[config.mk]
export PLATFORM = sky130hd
export DESIGN_NAME = mls_motor_ctrl
export DESIGN_NICKNAME = d
export VERILOG_FILES = /design/src/mls_pkg.sv /design/src/mls_motor_ctrl.sv
export SDC_FILE = /design/constraint.sdc
export NUM_CORES = 1
export LEC_CHECK = 0
export BUFFER_PORTS_ARGS = -buffer_cell sky130_fd_sc_hd__buf_2
export CAP_MARGIN = 15
export CORE_MARGIN = 8
export CORE_UTILIZATION = 56
export CTS_BUF_LIST = sky130_fd_sc_hd__clkbuf_8
export DETAILED_ROUTE_END_ITERATION = 10
export GPL_TIMING_DRIVEN = 0
export PLACE_DENSITY = 0.75
export SLEW_MARGIN = 30
export SYNTH_ARGS = -nofsm -noshare
export SYNTH_HDL_FRONTEND = slang
export SYNTH_SLANG_ARGS = --single-unit
[constraint.sdc]
create_clock -name sys_clk -period 12.9 [get_ports sys_clk]
set_input_delay 2.58 -clock sys_clk [delete_from_list [all_inputs] [get_ports sys_clk]]
set_output_delay 2.58 -clock sys_clk [all_outputs]
set_load 0.05 [all_outputs]
[src/mls_pkg.sv]
package mls_pkg;

  // Clock and update interval
  localparam int CLK_PERIOD_NS       = 4;
  localparam int DUTY_INTERVAL_NS    = 2_700_000;
  localparam int DUTY_INTERVAL_CYC   = DUTY_INTERVAL_NS / CLK_PERIOD_NS;
  localparam int LOCK_UNIT_CYC       = 250_000_000;
  localparam int PWM_TIMEOUT_NS      = 1_000_000;
  localparam int PWM_TIMEOUT_CYC     = PWM_TIMEOUT_NS / CLK_PERIOD_NS;
  localparam int LOCK_SOFT_MULT      = 5;

  // Register offsets
  localparam logic [7:0] OFS_CTRL    = 8'h00;
  localparam logic [7:0] OFS_START_I = 8'h04;
  localparam logic [7:0] OFS_START_F = 8'h08;
  localparam logic [7:0] OFS_VLOW    = 8'h0c;
  localparam logic [7:0] OFS_STATUS  = 8'h10;
  localparam logic [7:0] OFS_LEAD    = 8'h14;

  // Control field positions
  localparam int POS_LEAD_CODE  = 0;
  localparam int POS_LEAD_SRC   = 5;
  localparam int POS_SOFT_LOCK  = 6;
  localparam int POS_DUTY_SLEW  = 7;
  localparam int POS_SRC_SEL    = 10;
  localparam int POS_SINK_SEL   = 13;
  localparam int POS_STEP_LIM   = 16;
  localparam int POS_IN_ANALOG  = 19;
  localparam int POS_IN_NEG     = 20;

  // Reset values
  localparam logic [2:0] RST_DUTY_SLEW = 3'h2;
  localparam logic [9:0] RST_START_I   = 10'h080;
  localparam logic [15:0] RST_START_F  = 16'h0014;
  localparam logic [9:0] RST_VLOW      = 10'h040;

  // Numeric limits
  localparam logic [9:0]  FULL_SCALE   = 10'h200;
  localparam logic [12:0] FULL_FINE    = 13'h1000;
  localparam logic [9:0]  LEAD_SAT     = 10'h1f0;
  localparam logic [4:0]  LEAD_FIXED0  = 5'h1c;
  localparam logic [8:0]  OPT_MAX      = 9'h0ff;
  localparam logic [15:0] RPM_PER_CMD  = 16'h0014;

  typedef enum logic [2:0] {
    ST_STOP = 3'b001,
    ST_SOFT = 3'b010,
    ST_RUN  = 3'b100
  } mls_state_t;

  typedef struct packed {
    logic       inNegative;
    logic       inAnalog;
    logic [2:0] stepLimit;
    logic [2:0] sinkSel;
    logic [2:0] srcSel;
    logic [2:0] dutySlew;
    logic       softLockSel;
    logic       leadSourceSelect;
    logic [4:0] leadTableCode;
  } mls_cfg_t;

  typedef struct packed {
    logic [2:0] sourceCode;
    logic [2:0] sinkCode;
  } mls_gate_t;

endpackage : mls_pkg

[src/mls_motor_ctrl.sv]
`timescale 1ns/1ps
module mls_motor_ctrl #(
  parameter int INTERVAL_CYC = mls_pkg::DUTY_INTERVAL_CYC,
  parameter int LOCK_UNIT    = mls_pkg::LOCK_UNIT_CYC,
  parameter int PWM_TIMEOUT  = mls_pkg::PWM_TIMEOUT_CYC
) (
  // Clock and reset
  input  wire logic             sys_clk,
  input  wire logic             reset_n,
  // Register port
  input  wire logic [7:0]       regAddr,
  input  wire logic [31:0]      regWdata,
  input  wire logic             regWr,
  input  wire logic             regRd,
  output logic      [31:0]      regRdata,
  // Speed command
  input  wire logic             speedCommandPin,
  input  wire logic [9:0]       adcCode,
  // Motor feedback
  input  wire logic [15:0]      motorRpm,
  input  wire logic [15:0]      motorFreqHz,
  input  wire logic [9:0]       motorCurrent,
  input  wire logic             hallEdge,
  input  wire logic             currentZeroCross,
  // Drive outputs
  output logic      [9:0]       dutyOut,
  output logic      [9:0]       leadAngle,
  output logic      [15:0]      freqCommand,
  output logic      [15:0]      rpmTarget,
  output mls_pkg::mls_gate_t    gateDrive,
  output logic                  lockFault,
  output logic                  serialClk
);
  import mls_pkg::*;

  if (INTERVAL_CYC < 2 || LOCK_UNIT < 2 || PWM_TIMEOUT < 2) begin : g_chk
    $error("Timing counts must be at least two cycles");
  end

  logic        rstSync1_reg, rstN;
  mls_cfg_t    cfgReg;
  logic [9:0]  startIReg;
  logic [15:0] startFReg;
  logic [9:0]  vLowReg;
  mls_state_t  stateReg;
  logic [12:0] dutyFineReg;
  logic [8:0]  optAngleReg;
  logic        hallSeenReg;
  logic [31:0] hallIdleReg;
  logic [31:0] tickCntReg;
  logic        tick;
  logic [9:0]  cmdReg;
  logic        pinPrevReg;
  logic [19:0] perCntReg, highCntReg, perLatReg;
  logic [29:0] numReg;
  logic [9:0]  quotReg;
  logic [3:0]  divBitReg;
  logic        divBusyReg;
  logic [9:0]  pwmCmdReg;

  // Reset release
  always_ff @(posedge sys_clk or negedge reset_n) begin
    if (!reset_n) begin
      rstSync1_reg <= 1'b0;
      rstN         <= 1'b0;
    end else begin
      rstSync1_reg <= 1'b1;
      rstN         <= rstSync1_reg;
    end
  end

  // Register writes
  always_ff @(posedge sys_clk or negedge rstN) begin
    if (!rstN) begin
      cfgReg          <= '0;
      cfgReg.dutySlew <= RST_DUTY_SLEW;
      startIReg       <= RST_START_I;
      startFReg       <= RST_START_F;
      vLowReg         <= RST_VLOW;
    end else if (regWr) begin
      unique case (regAddr)
        OFS_CTRL:    cfgReg    <= mls_cfg_t'(regWdata[20:0]);
        OFS_START_I: startIReg <= regWdata[9:0];
        OFS_START_F: startFReg <= regWdata[15:0];
        OFS_VLOW:    vLowReg   <= regWdata[9:0];
        default: ;
      endcase
    end
  end

  // Register reads, data one cycle after the strobe
  always_ff @(posedge sys_clk or negedge rstN) begin
    if (!rstN) begin
      regRdata <= '0;
    end else if (regRd) begin
      unique case (regAddr)
        OFS_CTRL:    regRdata <= {11'h000, cfgReg};
        OFS_START_I: regRdata <= {22'h000000, startIReg};
        OFS_START_F: regRdata <= {16'h0000, startFReg};
        OFS_VLOW:    regRdata <= {22'h000000, vLowReg};
        OFS_STATUS:  regRdata <= {lockFault, 12'h000, stateReg,
                                  6'h00, cmdReg};
        OFS_LEAD:    regRdata <= {7'h00, optAngleReg, 6'h00, leadAngle};
        default:     regRdata <= '0;
      endcase
    end else begin
      regRdata <= '0;
    end
  end

  // Update interval tick
  always_ff @(posedge sys_clk or negedge rstN) begin
    if (!rstN) begin
      tickCntReg <= '0;
    end else if (tickCntReg == 32'(INTERVAL_CYC - 1)) begin
      tickCntReg <= '0;
    end else begin
      tickCntReg <= tickCntReg + 32'h1;
    end
  end
  assign tick = (tickCntReg == 32'(INTERVAL_CYC - 1));

  // PWM duty measurement, inverted for negative logic
  logic pinLevel;
  assign pinLevel = speedCommandPin ^ cfgReg.inNegative;

  always_ff @(posedge sys_clk or negedge rstN) begin
    if (!rstN) begin
      pinPrevReg <= 1'b0;
      perCntReg  <= '0;
      highCntReg <= '0;
      perLatReg  <= '0;
      numReg     <= '0;
      quotReg    <= '0;
      divBitReg  <= '0;
      divBusyReg <= 1'b0;
      pwmCmdReg  <= '0;
    end else begin
      pinPrevReg <= pinLevel;
      if (pinLevel && !pinPrevReg) begin
        perCntReg  <= 20'h1;
        highCntReg <= 20'h1;
        perLatReg  <= perCntReg;
        numReg     <= {highCntReg[19:0], 10'h000} >> 1;
        quotReg    <= '0;
        divBitReg  <= 4'h9;
        divBusyReg <= (perCntReg != '0);
      end else begin
        if (perCntReg != 20'(PWM_TIMEOUT)) begin
          perCntReg <= perCntReg + 20'h1;
        end else begin
          pwmCmdReg <= pinLevel ? FULL_SCALE : 10'h000;
        end
        if (pinLevel) begin
          highCntReg <= highCntReg + 20'h1;
        end
        if (divBusyReg) begin
          if (numReg >= ({10'h000, perLatReg} << divBitReg)) begin
            numReg  <= numReg - ({10'h000, perLatReg} << divBitReg);
            quotReg <= quotReg | (10'h001 << divBitReg);
          end
          if (divBitReg == 4'h0) begin
            divBusyReg <= 1'b0;
          end else begin
            divBitReg <= divBitReg - 4'h1;
          end
        end else if (perCntReg != 20'(PWM_TIMEOUT)) begin
          pwmCmdReg <= (quotReg > FULL_SCALE) ? FULL_SCALE : quotReg;
        end
      end
    end
  end

  // Analog window of 512 codes above the low threshold
  logic [10:0] anaDiff;
  logic [9:0]  anaCmd;
  always_comb begin
    anaDiff = {1'b0, adcCode} - {1'b0, vLowReg};
    if (adcCode < vLowReg) begin
      anaCmd = 10'h000;
    end else if (anaDiff >= {1'b0, FULL_SCALE}) begin
      anaCmd = FULL_SCALE;
    end else begin
      anaCmd = anaDiff[9:0];
    end
  end

  // Speed command selection
  always_ff @(posedge sys_clk or negedge rstN) begin
    if (!rstN) begin
      cmdReg <= '0;
    end else if (cfgReg.inAnalog) begin
      cmdReg <= cfgReg.inNegative ? FULL_SCALE - anaCmd : anaCmd;
    end else begin
      cmdReg <= pwmCmdReg;
    end
  end

  // Serial clock shares the speed pin
  always_ff @(posedge sys_clk or negedge rstN) begin
    if (!rstN) begin
      serialClk <= 1'b0;
    end else begin
      serialClk <= speedCommandPin;
    end
  end

  // Hall activity watch
  always_ff @(posedge sys_clk or negedge rstN) begin
    if (!rstN) begin
      hallIdleReg <= '0;
    end else if (hallEdge) begin
      hallIdleReg <= '0;
    end else if (hallIdleReg != 32'hffffffff) begin
      hallIdleReg <= hallIdleReg + 32'h1;
    end
  end

  // Duty slew step in eighths of a 512th
  function automatic logic [6:0] slewStep(input logic [2:0] code);
    unique case (code)
      3'h0: slewStep = 7'h40;
      3'h1: slewStep = 7'h02;
      3'h2: slewStep = 7'h03;
      3'h3: slewStep = 7'h04;
      3'h4: slewStep = 7'h06;
      3'h5: slewStep = 7'h0a;
      3'h6: slewStep = 7'h14;
      3'h7: slewStep = 7'h38;
    endcase
  endfunction : slewStep

  logic [12:0] stepFine, targetFine, upFine;
  logic [31:0] lockLimit;
  assign stepFine   = {6'h00, slewStep(cfgReg.dutySlew)};
  assign targetFine = {cmdReg, 3'h0};
  assign upFine     = (dutyFineReg + stepFine > FULL_FINE) ? FULL_FINE :
                      dutyFineReg + stepFine;
  assign lockLimit  = cfgReg.softLockSel ?
                      32'(LOCK_UNIT * LOCK_SOFT_MULT) : 32'(LOCK_UNIT);

  // Start sequence and duty control
  always_ff @(posedge sys_clk or negedge rstN) begin
    if (!rstN) begin
      stateReg    <= ST_STOP;
      dutyFineReg <= '0;
      freqCommand <= '0;
      lockFault   <= 1'b0;
    end else begin
      unique case (stateReg)
        ST_STOP: begin
          dutyFineReg <= '0;
          freqCommand <= '0;
          // Lock fault holds until the command is withdrawn
          if (cmdReg == '0) begin
            lockFault <= 1'b0;
          end else if (!lockFault) begin
            stateReg    <= ST_SOFT;
            freqCommand <= 16'h0001;
          end
        end
        ST_SOFT: begin
          if (cmdReg == '0) begin
            stateReg <= ST_STOP;
          end else if (hallIdleReg >= lockLimit) begin
            stateReg  <= ST_STOP;
            lockFault <= 1'b1;
          end else if (freqCommand >= startFReg) begin
            stateReg <= ST_RUN;
          end else if (tick) begin
            freqCommand <= freqCommand + 16'h1;
            if (motorCurrent < startIReg) begin
              dutyFineReg <= upFine;
            end
          end
        end
        ST_RUN: begin
          if (cmdReg == '0 && dutyFineReg == '0) begin
            stateReg <= ST_STOP;
          end else if (tick) begin
            if (targetFine > dutyFineReg) begin
              dutyFineReg <= (targetFine - dutyFineReg > stepFine) ?
                             upFine : targetFine;
            end else if (dutyFineReg - targetFine > stepFine) begin
              dutyFineReg <= dutyFineReg - stepFine;
            end else begin
              dutyFineReg <= targetFine;
            end
          end
        end
      endcase
    end
  end

  always_ff @(posedge sys_clk or negedge rstN) begin
    if (!rstN) begin
      dutyOut <= '0;
    end else begin
      dutyOut <= dutyFineReg[12:3];
    end
  end

  // Speed reduction step limit
  logic [15:0] stepRpm, wantRpm;
  logic [25:0] wantWide;
  always_comb begin
    unique case (cfgReg.stepLimit)
      3'h0: stepRpm = 16'hffff;
      3'h1: stepRpm = 16'd512;
      3'h2: stepRpm = 16'd2200;
      3'h3: stepRpm = 16'd3800;
      3'h4: stepRpm = 16'd5400;
      3'h5: stepRpm = 16'd7000;
      3'h6: stepRpm = 16'd8600;
      3'h7: stepRpm = 16'd10240;
    endcase
    wantWide = {16'h0000, cmdReg} * {10'h000, RPM_PER_CMD};
    wantRpm  = wantWide[15:0];
  end

  always_ff @(posedge sys_clk or negedge rstN) begin
    if (!rstN) begin
      rpmTarget <= '0;
    end else if (tick) begin
      if (wantRpm < rpmTarget && rpmTarget - wantRpm > stepRpm) begin
        rpmTarget <= rpmTarget - stepRpm;
      end else begin
        rpmTarget <= wantRpm;
      end
    end
  end

  // Gate drive strength codes
  always_ff @(posedge sys_clk or negedge rstN) begin
    if (!rstN) begin
      gateDrive <= '0;
    end else begin
      gateDrive.sourceCode <= cfgReg.srcSel;
      gateDrive.sinkCode   <= cfgReg.sinkSel;
    end
  end

  // Lead optimiser from Hall and current zero crossings
  logic hallActive, optRun;
  assign hallActive = (hallIdleReg < 32'(LOCK_UNIT));
  assign optRun     = !cfgReg.leadSourceSelect && hallActive &&
                      motorFreqHz >= startFReg;

  always_ff @(posedge sys_clk or negedge rstN) begin
    if (!rstN) begin
      optAngleReg <= '0;
      hallSeenReg <= 1'b0;
    end else if (!optRun) begin
      optAngleReg <= '0;
      hallSeenReg <= 1'b0;
    end else begin
      if (currentZeroCross) begin
        hallSeenReg <= hallEdge;
        if (hallSeenReg && optAngleReg < OPT_MAX) begin
          optAngleReg <= optAngleReg + 9'h1;
        end else if (!hallSeenReg && optAngleReg != '0) begin
          optAngleReg <= optAngleReg - 9'h1;
        end
      end else if (hallEdge) begin
        hallSeenReg <= 1'b1;
      end
    end
  end

  // Lead table, units of 1.875/16 degree
  logic [20:0] propWide;
  logic [9:0]  tableLead;
  always_comb begin
    propWide = {5'h00, motorRpm} * {16'h0000, cfgReg.leadTableCode};
    if (!hallActive) begin
      tableLead = 10'h000;
    end else if (cfgReg.leadTableCode >= LEAD_FIXED0) begin
      tableLead = {1'b0, {1'b0, cfgReg.leadTableCode[1:0]} + 3'h1,
                   6'h00};
    end else if (propWide[20:8] > {3'h0, LEAD_SAT}) begin
      tableLead = LEAD_SAT;
    end else begin
      tableLead = propWide[17:8];
    end
  end

  always_ff @(posedge sys_clk or negedge rstN) begin
    if (!rstN) begin
      leadAngle <= '0;
    end else begin
      leadAngle <= tableLead + {1'b0, optAngleReg};
    end
  end

  // Checks
  property p_leadFixed;
    @(posedge sys_clk) disable iff (!rstN)
      cfgReg.leadTableCode == 5'h1c && optAngleReg == '0 && hallActive
      |=> leadAngle == 10'h040;
  endproperty
  a_leadFixed: assert property (p_leadFixed)
    else $error("fixed lead code gave wrong angle");

  property p_leadSat;
    @(posedge sys_clk) disable iff (!rstN)
      cfgReg.leadTableCode < LEAD_FIXED0 && optAngleReg == '0
      |=> leadAngle <= LEAD_SAT;
  endproperty
  a_leadSat: assert property (p_leadSat)
    else $error("lead angle above saturation");

  property p_optOff;
    @(posedge sys_clk) disable iff (!rstN)
      cfgReg.leadSourceSelect |=> optAngleReg == '0;
  endproperty
  a_optOff: assert property (p_optOff)
    else $error("optimiser not held at zero");

  property p_optSlow;
    @(posedge sys_clk) disable iff (!rstN)
      motorFreqHz < startFReg |=> optAngleReg == '0;
  endproperty
  a_optSlow: assert property (p_optSlow)
    else $error("optimiser active below startup frequency");

  property p_softEntry;
    @(posedge sys_clk) disable iff (!rstN)
      stateReg == ST_STOP && cmdReg != '0 && !lockFault
      |=> stateReg == ST_SOFT && freqCommand == 16'h0001;
  endproperty
  a_softEntry: assert property (p_softEntry)
    else $error("start from stop skipped soft start");

  property p_dutyBound;
    @(posedge sys_clk) disable iff (!rstN)
      dutyOut <= FULL_SCALE && cmdReg <= FULL_SCALE;
  endproperty
  a_dutyBound: assert property (p_dutyBound)
    else $error("duty or command beyond full scale");

  property p_slewHold;
    @(posedge sys_clk) disable iff (!rstN)
      stateReg == ST_RUN && !tick && !(cmdReg == '0 && dutyFineReg == '0)
      |=> $stable(dutyFineReg);
  endproperty
  a_slewHold: assert property (p_slewHold)
    else $error("duty changed between update intervals");

  property p_slewStep;
    @(posedge sys_clk) disable iff (!rstN)
      stateReg == ST_RUN && tick |=>
        (dutyFineReg >= $past(dutyFineReg) ?
         dutyFineReg - $past(dutyFineReg) :
         $past(dutyFineReg) - dutyFineReg) <= $past(stepFine);
  endproperty
  a_slewStep: assert property (p_slewStep)
    else $error("duty step exceeds slew limit");

  property p_handoff;
    @(posedge sys_clk) disable iff (!rstN)
      stateReg == ST_SOFT && cmdReg != '0 && hallIdleReg < lockLimit &&
      freqCommand >= startFReg |=> stateReg == ST_RUN;
  endproperty
  a_handoff: assert property (p_handoff)
    else $error("soft start did not hand over");

  property p_stopZero;
    @(posedge sys_clk) disable iff (!rstN)
      stateReg == ST_STOP ##1 stateReg == ST_SOFT |-> dutyFineReg == '0;
  endproperty
  a_stopZero: assert property (p_stopZero)
    else $error("soft start did not begin at zero duty");

  c_toRun: cover property (@(posedge sys_clk) disable iff (!rstN)
    stateReg == ST_SOFT ##1 stateReg == ST_RUN);
  c_lock: cover property (@(posedge sys_clk) disable iff (!rstN)
    $rose(lockFault));
  c_stepCap: cover property (@(posedge sys_clk) disable iff (!rstN)
    tick && wantRpm < rpmTarget && rpmTarget - wantRpm > stepRpm);

endmodule : mls_motor_ctrl

# Yosys cells after proc, flatten, opt, wreduce, memory -nomap -nowiden
# Memories as Yosys holds them, arrays and structs flattened.
# Cells that the tools add are included.
# W data, S select, Z words.
[totals]
output_inout_bits = 92
reg_bits = 367
n_memories = 2
in_bits = 99
mem_bits_ro = 184
[classes]
n_eq_ne = 28
n_addsub = 19
order_cmp = 18
shifts = 2
multipliers = 2
reduce_logical = 33
mux = 72
n_bitwise = 2
[mem_list]
columns = ["memory", "words", "width", "rd", "rd_ports_with_merged_regs", "wr", "line", "text"]
rows = [
  ["(no name shown)", 8, 16, 1, 0, 0, "mls_motor_ctrl.sv:307", "unique case (cfgReg.stepLimit)"],
  ["(no name shown)", 8, 7, 1, 0, 0, "mls_motor_ctrl.sv:221", "unique case (code)"],
]
[op_table]
columns = ["op", "n"]
rows = [
  ["$pmux W32 S6", 1],
  ["$mux W10", 15],
  ["$mux W13", 11],
  ["$mux W32", 4],
  ["$mux W30", 3],
  ["$mux W16", 5],
  ["$mux W20", 4],
  ["$add A32 B1 Y32 const B", 2],
  ["$add A20 B1 Y20 const B", 2],
  ["$pmux W13 S3", 1],
  ["$mux W9", 4],
  ["$eq A32 B20 Y1 const B", 1],
  ["$ge A16 B16 Y1", 2],
  ["$ge A32 B31 Y1", 1],
  ["$lt A32 B28 Y1 const B", 1],
  ["$ne A32 B32 Y1 const B", 1],
  ["$pmux W16 S2", 1],
  ["$mux W31", 1],
  ["$ge A30 B30 Y1", 1],
  ["$shl A20 B4 Y30", 1],
  ["$sub A30 B30 Y30", 1],
  ["$ne A2 B2 Y1 const B", 14],
  ["$gt A13 B7 Y1", 2],
  ["$sub A13 B13 Y13", 2],
  ["other kinds (55)", 95],
]

# Longest topological paths before layout
# An unclocked memory read counts as a cell.
[depth]
depth_word = 10
mapped_depth = 28
depth_no_buf = 26

# Worst setup path before layout
# Ideal clock, no wire load.
[synth_path]
kind = "input-to-reg"
from = "in motorRpm[1]"
to = "reg leadAngle[9]"
arrival_time_ns = 8.036
path_slack_ns = 4.742
stages = 26
required_ns = 12.778
setup_ns = 0.122
cell_sequence = "and2_1 -> ha_1 -> ha_1 -> inv_1 -> fa_1 -> inv_1 -> ha_1 -> and4_1 -> a21o_1 -> a2111o_1 -> a21oi_1 -> o2111ai_1 -> a41o_1 -> a211oi_1 -> o41ai_1 -> nor4_1 -> ha_1 -> a21o_1 -> a21oi_1 -> o21bai_1 -> a21oi_1 -> o21bai_1 -> a21oi_1 -> nor2b_1 -> o21ai_0 -> nand2b_1"
[synth_via]
elab_chain_len = 6
[synth_lines]
columns = ["element", "line", "text"]
rows = [
  ["start: declaration", "mls_motor_ctrl.sv:20", "input wire logic [15:0] motorRpm,"],
  ["$mul A16 B5 Y21 (*)", "mls_motor_ctrl.sv:374", "propWide = {5'h00, motorRpm} * {16'h0000, cfgReg.leadTableCode};"],
  ["$gt A13 B9 Y1", "mls_motor_ctrl.sv:380", "end else if (propWide[20:8] > {3'h0, LEAD_SAT}) begin"],
  ["$mux W10 (*)", "mls_motor_ctrl.sv:380", ""],
  ["$mux W10 (*)", "mls_motor_ctrl.sv:377", "end else if (cfgReg.leadTableCode >= LEAD_FIXED0) begin"],
  ["$mux W10 (*)", "mls_motor_ctrl.sv:375", "if (!hallActive) begin"],
  ["$add A10 B9 Y10 (*)", "mls_motor_ctrl.sv:391", "leadAngle <= tableLead + {1'b0, optAngleReg};"],
  ["end signal: assignment", "mls_motor_ctrl.sv:391", ""],
  ["end: declaration", "mls_motor_ctrl.sv:27", "output logic [9:0] leadAngle,"],
]
# Mark *: on every way between the ends. The rest lies on a longest branch, timed or not.
# A chain may end at the register's enable or synchronous reset.

# Worst setup path in the final report
# Same ends and word-level chain as after synthesis.

==> impl_results.md <==
- Crit-path max FO: 6
- Final net count: 3,808
- Rows: 81
- Total track usage: 28.3%
- Cells after Synth: 3,145
- Seq/Total Area, Yosys: 32.6%
- Unrepaired setup endpoints after global routing: no
- Post-synth ARST share: 100%
- HP Class: flip-flop to asynchronous set/reset pin
- WL final: 82.0 mm
- Setup violations, final: 0
- Die Width: 239 um
- Initial antenna violation count: 1
- Core area: 49,000 um2
- Stages on the worst setup path: 27
- # resized after CTS: 0
- Critical R2R Launch: cfgReg[3]$_DFFE_PN0P_
- Setup bufs post-CTS: 0
- Req. time, crit path: 13.41 ns
- Post-synth EDFFs: 0
- DRT Pass-1 Iters: 6
- Routed wire per std cell: 20.0 um
- Largest regs: hallIdleReg: 32 flops, tickCntReg: 32 flops, numReg: 30 flops
- R2r setup slk: 5.29 ns
- Placed cell area: 29,700 um2
- Largest net degree at the start of global routing: 52
- Met2 usage: 46.8%
- Clk sinks: 361
- Clock period minus worst slack: 8.54 ns
- Hold Buf Count CTS: 0
- Hold Fails Final Rpt: 0
- Layout fillers: 4,182
- Slew @ Worst Pin: 1.00 ns
- Final instance area: 31,100 um2
- Most used routing layer: met2
- Layout area overhead: 12.0%
- Height of the die: 239 um
- Final Skew: 0.0292 ns
- Number of global-route vias before repair: 24,800
- Clock-pin slew on the worst setup and hold paths: 0.07 ns
- Slew headroom: 32.8%
- First-pass GRT wire length: 131 mm
- Power per cell area: 198 nW/um2
- Max incr delay on CP: 0.63 ns
- # DRC: 0
- Worst path bufs/invs: 3
- TritonCTS clock tree: built
- Post-synth top flop: dfrtp_1
- 1st-iter DRT viols: 1,926
- CTS max path bufs: 3
- H-Tree Depth: 3
- Peak VDD IR: 0.100 mV
- DRT antenna net count: 0
- Post-Syn Area: 27,800 um2
- Critical path class: input pin to flip-flop
- Placed cell count: 3,993
- Setup crit end: leadAngle[9]$_DFF_PN0_
- Via density: 6.04
- Status: complete, no violations
- CP endpoint kind: flip-flop
- Global-route met3 utilization: 4.50%
- Critical path launch point: motorRpm[1]
- Worst r2r dst: leadAngle[9]$_DFF_PN0_
- CP max-delay cell: nor4_1
- Via Count: 24,800
- Root buffer cell: clkbuf_8
- Clock latency at the later pin of the worst-skew pair: 0.66 ns
- Post-DP HPWL: 64.1 mm
- Final period utilization: 66.2%
- Port Buffers: 171
- Global placer's final weighted congestion: 0.957
- IO Count: 191
- CP startpoint kind: input pin
- Cts bufs inserted: 67
- WP data arrival: 9.06 ns
- Total gr overflow: 0
- Met1 GRT Util: 36.5%
- FMAX: 117 MHz
- Slew Viols, Final: 0
- Starting Density: 56.7%
- Non-Filler Instances: 4,111
- Max Cap Viol: 0
- Ratio of cells with drive above 1 in the final layout: 11.8%
- Yosys Warn Count: 0
- Distinct cell type count after synthesis: 88
- Die area: 57,000 um2
- Yosys reg bits: 361
- Family with the most delay on the worst path: compound AO/OA/AOI/OAI gates
- Syn avg cell area: 8.83 um2
- R2R cell count: 25
- Leakage: 0.0150 uW
- Setup TNS: 0 ns
==> cell families (layout without fill, tap and decap cells) <==
kind of cell	count (synthesis)	count (layout)	share of synthesized area, %
compound gates	736	736	17.2
xor+xnor	217	217	6.85
buf+inv	322	618	4.47
simple gates	1082	1082	18.8
mux	114	114	4.67
other cells	2	8	0.0271
flops	361	361	32.6
fa+ha+maj	311	311	15.4
==> worst register-to-register path: stages, from the launching register on <==
cell and delay (ns):
dfrtp_1 0.32, clkbuf_1 0.52, clkbuf_1 0.33, nand2_1 0.12, fa_1 0.52, fa_1 0.56, inv_1 0.06, fa_1 0.47
ha_1 0.30, a2111o_1 0.40, a21oi_1 0.38, o2111ai_1 0.25, a41o_1 0.34, a211oi_1 0.35, o41ai_1 0.22, nor4_1 0.63
ha_1 0.35, a21o_1 0.15, a21oi_1 0.23, o21bai_1 0.10, a21oi_1 0.25, o21bai_1 0.10, a21oi_1 0.25, nor2b_1 0.07
o21ai_0 0.15, nand2b_1 0.07
==> power breakdown <==
part	internal (uW)	total [uW]	switching, uW
sequential	1330	1600	266
combinational	1300	3380	2080
clock	659	1170	506
==> Yosys cell counts (13+ instances only) <==
master	count	area share [%]
o31ai_1	21	0.57
or3_1	30	0.68
buf_1	13	0.18
or2_2	16	0.36
o211ai_1	17	0.46
clkbuf_1	90	1.2
mux2_2	65	2.6
a211oi_1	31	0.84
a21oi_1	184	3.3
nor2b_1	31	0.70
nand3_1	85	1.5
and3_1	39	0.88
a31oi_1	26	0.59
a21o_1	66	1.8
mux2i_1	43	1.6
nor2_1	273	3.7
ha_1	260	12
and2_1	75	1.7
xnor2_1	135	4.3
a22oi_1	30	0.81
inv_1	204	2.8
fa_1	51	3.7
nand2b_1	22	0.50
xor2_1	82	2.6
o21bai_1	24	0.65
o21ai_0	173	3.1
dfrtp_1	355	32
nor3_1	67	1.2
nor4_1	26	0.59
nand4_1	52	1.2
nand2_1	317	4.3
o21a_1	22	0.59
a21boi_0	15	0.41
==> cell type report <==
cell class                 count  area, um2  area share [%]
buffer                       117        472            1.52
clock buffer                  86       1180            3.81
antenna                        1       2.50         0.00805
multi-input combinational   2467      17500            56.3
timing repair buffer         179       1050            3.37
clock inverter                31        225           0.725
tap                          664        831            2.67
sequential                   361       9040            29.1
inverter                     205        769            2.48
==> cell usage in the layout (no fill, tap or decap), types with 43 or more instances in the layout <==
cell type,Yosys,routed
a21o_1,66,66
a21oi_1,184,184
and2_1,75,75
buf_2,8,179
clkbuf_1,90,90
clkbuf_8,0,86
dfrtp_1,355,354
fa_1,51,51
ha_1,260,260
inv_1,204,221
mux2_2,65,65
mux2i_1,43,43
nand2_1,317,317
nand3_1,85,85
nand4_1,52,52
nor2_1,273,273
nor3_1,67,67
o21ai_0,173,173
xnor2_1,135,135
xor2_1,82,82
==> per-layer routing <==
layer,up-vias,share of wire [%]
li1,11600,-
met1,12100,42
met2,892,48
met3,205,6.2
met4,0,3.9
met5,-,0
==> stage by stage <==
step | worst slack, ns | power (uW) | util [%] | hold slack (ns)
3_5_place_dp | 3.84 | 4920 | 60.6 | 0.335
5_1_grt | 3.87 | 6590 | 63.5 | 0.360
6_report | 4.36 | 6140 | 63.5 | 0.338
2_1_floorplan | 2.10 | 4060 | - | 0.331
3_3_place_gp | -1.73 | 4820 | 60.2 | 0.336
4_1_cts | 4.49 | 6110 | 63.5 | 0.348
==> worst min path at each step <==
stage                                       from                        end  slack (ns)  depth (start not counted)
after floorplan           rstSync1_reg$_DFF_PN0_             rstN$_DFF_PN0_        0.33                          0
after global placement    rstSync1_reg$_DFF_PN0_             rstN$_DFF_PN0_        0.34                          0
after detailed placement  rstSync1_reg$_DFF_PN0_             rstN$_DFF_PN0_        0.33                          0
after CTS                         rstN$_DFF_PN0_  rpmTarget[15]$_DFFE_PN0N_        0.35                          0
after global routing      rstSync1_reg$_DFF_PN0_             rstN$_DFF_PN0_        0.36                          0
final                             rstN$_DFF_PN0_  rpmTarget[15]$_DFFE_PN0N_        0.34                          0
Note: power is estimated with default switching activity, not from simulation.
